File: src/rtl/hps_pkg.sv
// Package of offsets, sizes and reset values for the hub string registers
package hps_pkg;
  localparam logic [7:0] HPS_OFS_RESTRICT = 8'h26;
  localparam logic [7:0] HPS_OFS_SERIAL = 8'h30;
  localparam logic [7:0] HPS_OFS_MAKER = 8'h50;
  localparam logic [7:0] HPS_OFS_PRODUCT = 8'h90;
  localparam int HPS_SERIAL_BYTES = 32;
  localparam int HPS_TEXT_BYTES = 64;
  localparam logic [6:0] HPS_MAX_LEN = 7'h40;
  localparam logic [6:0] HPS_SERIAL_LEN = 7'h20;
  localparam logic [3:0] HPS_RESTRICT_RST = 4'h0;
  localparam logic [7:0] HPS_TEXT_RST = 8'h00;
  localparam logic [7:0] HPS_IDX_SERIAL = 8'h01;
  localparam logic [7:0] HPS_IDX_PRODUCT = 8'h02;
  localparam logic [7:0] HPS_IDX_MAKER = 8'h03;

  typedef enum logic [1:0]
  {
    HPS_SRC_NONE = 2'b00,
    HPS_SRC_SERIAL = 2'b01,
    HPS_SRC_PRODUCT = 2'b10,
    HPS_SRC_MAKER = 2'b11
  } hps_src_t;

  // Lengths above the array size are cut to the array size
  function automatic logic [6:0] hps_clamp_len(input logic [6:0] len);
    hps_clamp_len = (len > HPS_MAX_LEN) ? HPS_MAX_LEN : len;
  endfunction
endpackage

File: src/rtl/hps_string_select.sv
// String descriptor index decode: picks the source array and its length
`timescale 1ns/100ps
module hps_string_select
  import hps_pkg::*;
(
  input wire logic [7:0] desc_index,
  input wire logic [6:0] maker_string_length,
  input wire logic [6:0] product_text_length,
  output hps_src_t src,
  output logic [6:0] str_len
);
  wire logic [6:0] maker_len;
  wire logic [6:0] product_len;
  wire logic is_serial;
  wire logic is_product;
  wire logic is_maker;

  assign maker_len = hps_clamp_len(maker_string_length);
  assign product_len = hps_clamp_len(product_text_length);
  assign is_serial = (desc_index == HPS_IDX_SERIAL);
  // Zero length means the string is not provided
  assign is_product = (desc_index == HPS_IDX_PRODUCT) &&
                      (product_len != 7'h00);
  assign is_maker = (desc_index == HPS_IDX_MAKER) && (maker_len != 7'h00);

  assign src = is_serial ? HPS_SRC_SERIAL :
               is_product ? HPS_SRC_PRODUCT :
               is_maker ? HPS_SRC_MAKER : HPS_SRC_NONE;
  assign str_len = is_serial ? HPS_SERIAL_LEN :
                   is_product ? product_len :
                   is_maker ? maker_len : 7'h00;
endmodule

File: src/rtl/hps_regs.sv
// Port restriction and string byte registers of the hub
//
// Function
// - Bits 7:4 of the port restriction register are read only and read 0.
// - A restriction bit of 0 allows USB 3.1 and 2.0, a 1 allows only 2.0.
// - Serial bytes form the string descriptor at index 1.
// - Serial bytes are writable only while custom serial enable is 1.
// - A nonzero maker length answers index 3 with that many maker bytes.
// - A nonzero product length answers index 2 with that many bytes.
// - Length zero means no string and lengths are capped at 64 bytes.
`timescale 1ns/100ps
module hps_regs
  import hps_pkg::*;
#(
  parameter logic [7:0] SERIAL_DEFAULT = 8'h00 // Arbitrary value
)
(
  input wire logic core_clk,
  input wire logic reset,
  input wire logic clk_en,
  input wire logic removable_override_enable,
  input wire logic custom_serial_enable,
  input wire logic custom_strings_enable,
  input wire logic [6:0] maker_string_length,
  input wire logic [6:0] product_text_length,
  input wire logic [3:0] port_available,
  input wire logic reg_wr,
  input wire logic reg_rd,
  input wire logic [7:0] reg_addr,
  input wire logic [7:0] reg_wdata,
  output logic [7:0] reg_rdata,
  output logic reg_rd_valid,
  input wire logic desc_req,
  input wire logic [7:0] desc_index,
  input wire logic [6:0] desc_pos,
  output logic desc_ack,
  output logic desc_hit,
  output logic [6:0] desc_len,
  output logic [7:0] desc_data,
  output logic [3:0] port_usb3_enable,
  output logic [3:0] port_usb2_enable
);
  logic [3:0] port_usb2_restrict_ff;
  logic [7:0] serial_id_byte_ff [HPS_SERIAL_BYTES];
  logic [7:0] maker_text_byte_ff [HPS_TEXT_BYTES];
  logic [7:0] product_text_byte_ff [HPS_TEXT_BYTES];
  logic [7:0] reg_rdata_ff;
  logic reg_rd_valid_ff;
  logic desc_ack_ff;
  logic desc_hit_ff;
  logic [6:0] desc_len_ff;
  logic [7:0] desc_data_ff;
  logic [3:0] port_usb3_enable_ff;
  logic [3:0] port_usb2_enable_ff;

  hps_src_t src;
  logic [6:0] str_len;

  // ***********************************************************
  // Address decode
  // ***********************************************************
  // One past the last product byte; higher addresses are unmapped
  localparam logic [7:0] PRODUCT_END = HPS_OFS_PRODUCT + 8'(HPS_TEXT_BYTES);
  // Offsets wrap below each base, so the hit wires must qualify them
  wire logic [7:0] serial_off = reg_addr - HPS_OFS_SERIAL;
  wire logic [7:0] maker_off = reg_addr - HPS_OFS_MAKER;
  wire logic [7:0] product_off = reg_addr - HPS_OFS_PRODUCT;
  wire logic hit_restrict = (reg_addr == HPS_OFS_RESTRICT);
  wire logic hit_serial = (reg_addr >= HPS_OFS_SERIAL) &&
                          (reg_addr < HPS_OFS_MAKER);
  wire logic hit_maker = (reg_addr >= HPS_OFS_MAKER) &&
                         (reg_addr < HPS_OFS_PRODUCT);
  wire logic hit_product = (reg_addr >= HPS_OFS_PRODUCT) &&
                           (reg_addr < PRODUCT_END);
  wire logic [4:0] serial_sel = serial_off[4:0];
  wire logic [5:0] maker_sel = maker_off[5:0];
  wire logic [5:0] product_sel = product_off[5:0];

  // Writes without the matching enable are dropped silently
  wire logic wr_restrict = reg_wr && hit_restrict &&
                           removable_override_enable;
  wire logic wr_serial = reg_wr && hit_serial &&
                         custom_serial_enable;
  wire logic wr_maker = reg_wr && hit_maker && custom_strings_enable;
  wire logic wr_product = reg_wr && hit_product && custom_strings_enable;

  wire logic [7:0] rd_mux =
    hit_restrict ? {4'h0, port_usb2_restrict_ff} :
    hit_serial ? serial_id_byte_ff[serial_sel] :
    hit_maker ? maker_text_byte_ff[maker_sel] :
    hit_product ? product_text_byte_ff[product_sel] : 8'h00;

  // ***********************************************************
  // Descriptor byte fetch
  // ***********************************************************
  hps_string_select u_select
  (
    .desc_index(desc_index),
    .maker_string_length(maker_string_length),
    .product_text_length(product_text_length),
    .src(src),
    .str_len(str_len)
  );

  // Bytes past the length read as zero, never stale array content
  wire logic pos_in = (desc_pos < str_len);
  wire logic [7:0] desc_mux =
    !pos_in ? 8'h00 :
    (src == HPS_SRC_SERIAL) ? serial_id_byte_ff[desc_pos[4:0]] :
    (src == HPS_SRC_PRODUCT) ? product_text_byte_ff[desc_pos[5:0]] :
    (src == HPS_SRC_MAKER) ? maker_text_byte_ff[desc_pos[5:0]] :
    8'h00;

  // Enables follow their inputs one cycle late, like every other output
  // Restriction wins over availability for each port
  wire logic [3:0] nxt_usb3 = port_available & ~port_usb2_restrict_ff;
  wire logic [3:0] nxt_usb2 = port_available | port_usb2_restrict_ff;

  // ***********************************************************
  // Storage
  // ***********************************************************
  // Reset acts even while the clock enable is low
  always_ff @(posedge core_clk)
  begin
    if (reset)
      port_usb2_restrict_ff <= HPS_RESTRICT_RST;
    else if (clk_en && wr_restrict)
      port_usb2_restrict_ff <= reg_wdata[3:0];
  end

  // Serial default stands in for a factory value
  always_ff @(posedge core_clk)
  begin
    if (reset)
      serial_id_byte_ff <= '{default: SERIAL_DEFAULT};
    else if (clk_en && wr_serial)
      serial_id_byte_ff[serial_sel] <= reg_wdata;
  end

  always_ff @(posedge core_clk)
  begin
    if (reset)
      maker_text_byte_ff <= '{default: HPS_TEXT_RST};
    else if (clk_en && wr_maker)
      maker_text_byte_ff[maker_sel] <= reg_wdata;
  end

  always_ff @(posedge core_clk)
  begin
    if (reset)
      product_text_byte_ff <= '{default: HPS_TEXT_RST};
    else if (clk_en && wr_product)
      product_text_byte_ff[product_sel] <= reg_wdata;
  end

  // ***********************************************************
  // Registered answers
  // ***********************************************************
  // Read data holds until the next read; valid follows the read strobe one cycle late
  always_ff @(posedge core_clk)
  begin
    if (reset)
    begin
      reg_rdata_ff <= 8'h00;
      reg_rd_valid_ff <= 1'b0;
    end
    else if (clk_en)
    begin
      reg_rd_valid_ff <= reg_rd;
      if (reg_rd)
        reg_rdata_ff <= rd_mux;
    end
  end

  always_ff @(posedge core_clk)
  begin
    if (reset)
    begin
      desc_ack_ff <= 1'b0;
      desc_hit_ff <= 1'b0;
      desc_len_ff <= 7'h00;
      desc_data_ff <= 8'h00;
    end
    else if (clk_en)
    begin
      desc_ack_ff <= desc_req;
      if (desc_req)
      begin
        desc_hit_ff <= (src != HPS_SRC_NONE);
        desc_len_ff <= str_len;
        desc_data_ff <= desc_mux;
      end
    end
  end

  always_ff @(posedge core_clk)
  begin
    if (reset)
    begin
      port_usb3_enable_ff <= 4'h0;
      port_usb2_enable_ff <= 4'h0;
    end
    else if (clk_en)
    begin
      port_usb3_enable_ff <= nxt_usb3;
      port_usb2_enable_ff <= nxt_usb2;
    end
  end

  assign reg_rdata = reg_rdata_ff;
  assign reg_rd_valid = reg_rd_valid_ff;
  assign desc_ack = desc_ack_ff;
  assign desc_hit = desc_hit_ff;
  assign desc_len = desc_len_ff;
  assign desc_data = desc_data_ff;
  assign port_usb3_enable = port_usb3_enable_ff;
  assign port_usb2_enable = port_usb2_enable_ff;
endmodule

File: config.mk
export PLATFORM = sky130hd
export DESIGN_NAME = hps_regs
export DESIGN_NICKNAME = d
export VERILOG_FILES = /design/src/rtl/hps_pkg.sv /design/src/rtl/hps_string_select.sv /design/src/rtl/hps_regs.sv
export SDC_FILE = /design/constraint.sdc
export NUM_CORES = 2
export LEC_CHECK = 0
export BUFFER_PORTS_ARGS = -buffer_cell sky130_fd_sc_hd__buf_2
export CAP_MARGIN = 0
export CORE_MARGIN = 2
export CORE_UTILIZATION = 39
export DETAILED_ROUTE_END_ITERATION = 12
export SLEW_MARGIN = 30
export SYNTH_ARGS = -nofsm -noshare
export SYNTH_HDL_FRONTEND = slang
export SYNTH_HIERARCHICAL = 1
export SYNTH_SLANG_ARGS = --single-unit
File: constraint.sdc
create_clock -name core_clk -period 8.4 [get_ports core_clk]
set_clock_uncertainty 0.1 [all_clocks]
set_input_delay 1.26 -clock core_clk [delete_from_list [all_inputs] [get_ports core_clk]]
set_output_delay 1.26 -clock core_clk [all_outputs]
set_load 0.1 [all_outputs]
==> results_dict.tcl <==
set metrics [dict create \
    synth-async-reset-ratio 0 \
    totalNegativeSetupSlack_ns 0 \
    cp_max_fo 60 \
    place.gp.congestion 0.9873 \
    outcome "complete, no violations" \
    hold_ws_ns 0.3565 \
    floorplan.io_pins 92 \
    routed_wire_length_per_instance_um 28.37 \
    numCtsBuffers 145 \
    hold_buffers 0 \
    clock-sinks 1318 \
    design.die.area_sq_um 182300 \
    worst_slew_margin_rel 0.2162 \
    cts-htree-levels 4 \
    number_of_resized_instances_in_the_post_cts_repair_step 0 \
    detail_route.wirelength_mm 278.6 \
    drt_first_pass_iters 10 \
    grt_use_total 0.2947 \
    setup.worst_path.end_class "register" \
    final-setup-viol-count 0 \
    ctsRootBufferMaster "sky130_fd_sc_hd__clkbuf_16" \
    first_global_vias 58520 \
    dr.first_iter.drc_count 9172 \
    yosys.area.top_type "sky130_fd_sc_hd__dfxtp_1" \
    clk_transition_reported_paths_ns 0.06 \
    clock_tree_buf_depth 3 \
    synth_seq_area_share 0.3781 \
    cts_tree "yes" \
    synth-seq-cells 1318 \
    cellPowerDensity_nw_per_um2 185.2 \
    maxCapViolations 0 \
    syn_avg_cell_area_sq_um 8.993 \
    clock.fmax_mhz 209.5 \
    cts.repair_timing.setup_buffer_count 0 \
    tightestPinTransition_ns 1.165 \
    timing.final.ws_setup_ns 3.626 \
    routed-via-count 64010 \
    clock_latency_reported_for_the_late_side_of_the_worst_skew_pair_ns 0.82 \
    grt_first_pass_wirelength_mm 404.0 \
    dominantRegCellSynth "sky130_fd_sc_hd__dfxtp_1" \
    floorplan.core_area_sq_um 178000 \
    std_cell_rows 155 \
    syn_to_final_growth_pct 8.994 \
    syn-cell-area_sq_um 69780 \
    final_net_count 7404 \
    global_route.overflow_total 0 \
    ant_nets 0 \
    drive_gt1_frac 0.1592 \
    dp_worst_setup_slack_ns 3.080 \
    rsz_0062_raised_after_global_routing "no" \
    grt_antenna_before_repair 17 \
    initial_core_util 0.3919 \
    unique_masters_post_synth 76 \
    layout.filler_cells 17290 \
    syn-instance-count 7759 \
    critPathArrivalTime_ns 5.33 \
    yosys.area.top_type_share 0.3781 \
    fin_crit_ns 4.774 \
    timing_worst_setup_path_type "in2reg" \
    multi_input_comb_area_sq_um 39830 \
    syn-num-nets 7828 \
    vias_per_cell 6.519 \
    synth-warning-count 6 \
    die_w_um 427.0 \
    irDropWorstVdd_mv 0.2426 \
    place.detailed.hpwl_mm 172.3 \
    final.period_utilization 0.5684 \
    cellLeakagePower_uw 0.02404 \
    number_of_enable_flip_flop_cells_after_synthesis 0 \
    timing.critical_path.required_ns 8.96 \
    most_area_consuming_cells_after_synthesis "sky130_fd_sc_hd__dfxtp_1 38%, sky130_fd_sc_hd__mux4_2 17%, sky130_fd_sc_hd__a21oi_1 8.9%" \
    drt_drc_violations_left 0 \
    timing.hold.worst.class "reg2reg" \
    die_h_um 427.0 \
    critPathLaunchType "input pin" \
    io_buffers 91 \
    finalHoldViolations 0 \
    layout.area.seq_sq_um 26390 \
    final_max_slew_viol_count 0 \
    grt_max_degree 186 \
]
power by group:
| group | internal, uW | switching, uW |
|---|---|---|
| sequential | 6260 | 10.3 |
| combinational | 252 | 891 |
| clock | 3850 | 2820 |
critical path, stage by stage:
cell and delay, ns:
sky130_fd_sc_hd__buf_8 0.54, sky130_fd_sc_hd__buf_4 0.69, sky130_fd_sc_hd__buf_4 0.56, sky130_fd_sc_hd__mux2i_1 0.24, sky130_fd_sc_hd__a221oi_1 0.21, sky130_fd_sc_hd__and3_1 0.25, sky130_fd_sc_hd__a31oi_1 0.15, sky130_fd_sc_hd__nand4_1 0.17
sky130_fd_sc_hd__nor3_1 0.92, sky130_fd_sc_hd__o21ai_0 0.21
registers in the layout, summed over array words and instances, names as in the netlist:
name                   count
desc_ack                   1
desc_hit                   1
maker_text_byte_ff       512
port_usb3_enable           4
port_usb2_enable           4
product_text_byte_ff     512
reg_rd_valid               1
reg_rdata                  8
serial_id_byte_ff        256
port_usb2_restrict_ff      4
desc_len                   7
desc_data                  8
layout by cell type (no fill, tap or decap), types with 12 or more instances in the layout:
cell                        instances
sky130_fd_sc_hd__a31oi_1           19
sky130_fd_sc_hd__nor2_2            12
sky130_fd_sc_hd__buf_2             77
sky130_fd_sc_hd__mux2i_1          266
sky130_fd_sc_hd__clkbuf_16        149
sky130_fd_sc_hd__clkbuf_8          38
sky130_fd_sc_hd__mux4_2           540
sky130_fd_sc_hd__clkbuf_1          25
sky130_fd_sc_hd__nand3_1          250
sky130_fd_sc_hd__buf_4            125
sky130_fd_sc_hd__nor3_1            18
sky130_fd_sc_hd__nor2_1           218
sky130_fd_sc_hd__a211oi_1          16
sky130_fd_sc_hd__clkinv_2          34
sky130_fd_sc_hd__mux2_2            17
sky130_fd_sc_hd__a22oi_1          163
sky130_fd_sc_hd__nor2b_1           13
sky130_fd_sc_hd__a21oi_1         1241
sky130_fd_sc_hd__o21ai_0         1054
sky130_fd_sc_hd__nor2_4            88
sky130_fd_sc_hd__nand2_4           14
sky130_fd_sc_hd__mux4_1            30
sky130_fd_sc_hd__nand4_1           21
sky130_fd_sc_hd__a221oi_1          69
sky130_fd_sc_hd__dfxtp_1         1318
sky130_fd_sc_hd__nand2b_1          15
sky130_fd_sc_hd__inv_1             19
sky130_fd_sc_hd__nand2_2           12
sky130_fd_sc_hd__o22ai_1           25
sky130_fd_sc_hd__nand2_1         1350
cells by family after synthesis:
kind of cell             share of synthesized area
buffers and inverters                      0.05374
multiplexers                                0.2272
AO/OA/AOI/OAI                               0.2080
flip-flops                                  0.3781
AND/OR/NAND/NOR                             0.1310
adder cells (fa/ha/maj)                   0.001972
final timing paths:
| path | start | end | slack, ns | cells past startpoint |
|---|---|---|---|---|
| max | desc_pos[0] | desc_data[5] | 3.63 | 10 |
| min reg2reg | desc_len[4] | desc_len[4] | 0.36 | 2 |
| min | desc_len[4] | desc_len[4] | 0.36 | 2 |
| max reg2reg | product_text_byte_ff[235] | reg_rdata[3] | 5.35 | 7 |
final cells by class:
| class | count | share of cell area |
|---|---|---|
| repair buffers | 234 | 0.02456 |
| clock inverters | 54 | 0.007469 |
| flip-flops and latches | 1318 | 0.3469 |
| diodes | 10 | 0.0003290 |
| well taps | 2355 | 0.03874 |
| inverters | 23 | 0.001135 |
| clock buffers | 212 | 0.05714 |
| multi-input cells | 5613 | 0.5237 |
metal layers:
layer | up-vias | GRT usage | share of wire
met2 | 4013 | 0.4348 | 0.43
li1 | 27570 | - | -
met5 | - | 0 | 0.00032
met1 | 31560 | 0.3928 | 0.38
met4 | 14 | 0.1726 | 0.070
met3 | 852 | 0.06997 | 0.12
per-stage QoR:
stage / std cells / instance area, sq um / power, uW / util
3_3_place_gp: 9539 / 70970 / 7500 / 0.3987
3_5_place_dp: 9539 / 70990 / 7504 / 0.3987
6_report: 9819 / 76050 / 14080 / 0.4272
5_1_grt: 9811 / 76030 / 14380 / 0.4271
4_1_cts: 9805 / 75900 / 14080 / 0.4263
2_1_floorplan: 7759 / 69780 / 7113 / -
cell usage after synthesis, types with 9 or more instances:
master                     number
sky130_fd_sc_hd__a221oi_1      70
sky130_fd_sc_hd__buf_1         33
sky130_fd_sc_hd__nor2_4        82
sky130_fd_sc_hd__and3_1         9
sky130_fd_sc_hd__clkbuf_1     597
sky130_fd_sc_hd__mux4_2       540
sky130_fd_sc_hd__mux2i_1      266
sky130_fd_sc_hd__nand2_2       12
sky130_fd_sc_hd__buf_8          9
sky130_fd_sc_hd__inv_1         19
sky130_fd_sc_hd__a21oi_1     1243
sky130_fd_sc_hd__nand3_1      250
sky130_fd_sc_hd__buf_6         33
sky130_fd_sc_hd__nor2_1       229
sky130_fd_sc_hd__nand2b_1      16
sky130_fd_sc_hd__a22o_1        10
sky130_fd_sc_hd__nand2_1     1357
sky130_fd_sc_hd__a211oi_1      16
sky130_fd_sc_hd__mux4_1        30
sky130_fd_sc_hd__mux2_2        17
sky130_fd_sc_hd__a31oi_1       19
sky130_fd_sc_hd__o21ai_0     1054
sky130_fd_sc_hd__o221ai_1      10
sky130_fd_sc_hd__nor3_1        18
sky130_fd_sc_hd__o22ai_1       25
sky130_fd_sc_hd__nor2b_1       18
sky130_fd_sc_hd__dfxtp_1     1318
sky130_fd_sc_hd__ha_1          11
sky130_fd_sc_hd__buf_4         31
sky130_fd_sc_hd__buf_2         95
sky130_fd_sc_hd__nand4_1       21
sky130_fd_sc_hd__a22oi_1      163
sky130_fd_sc_hd__o311ai_0      10
Note: power is estimated with default switching activity, not from simulation.
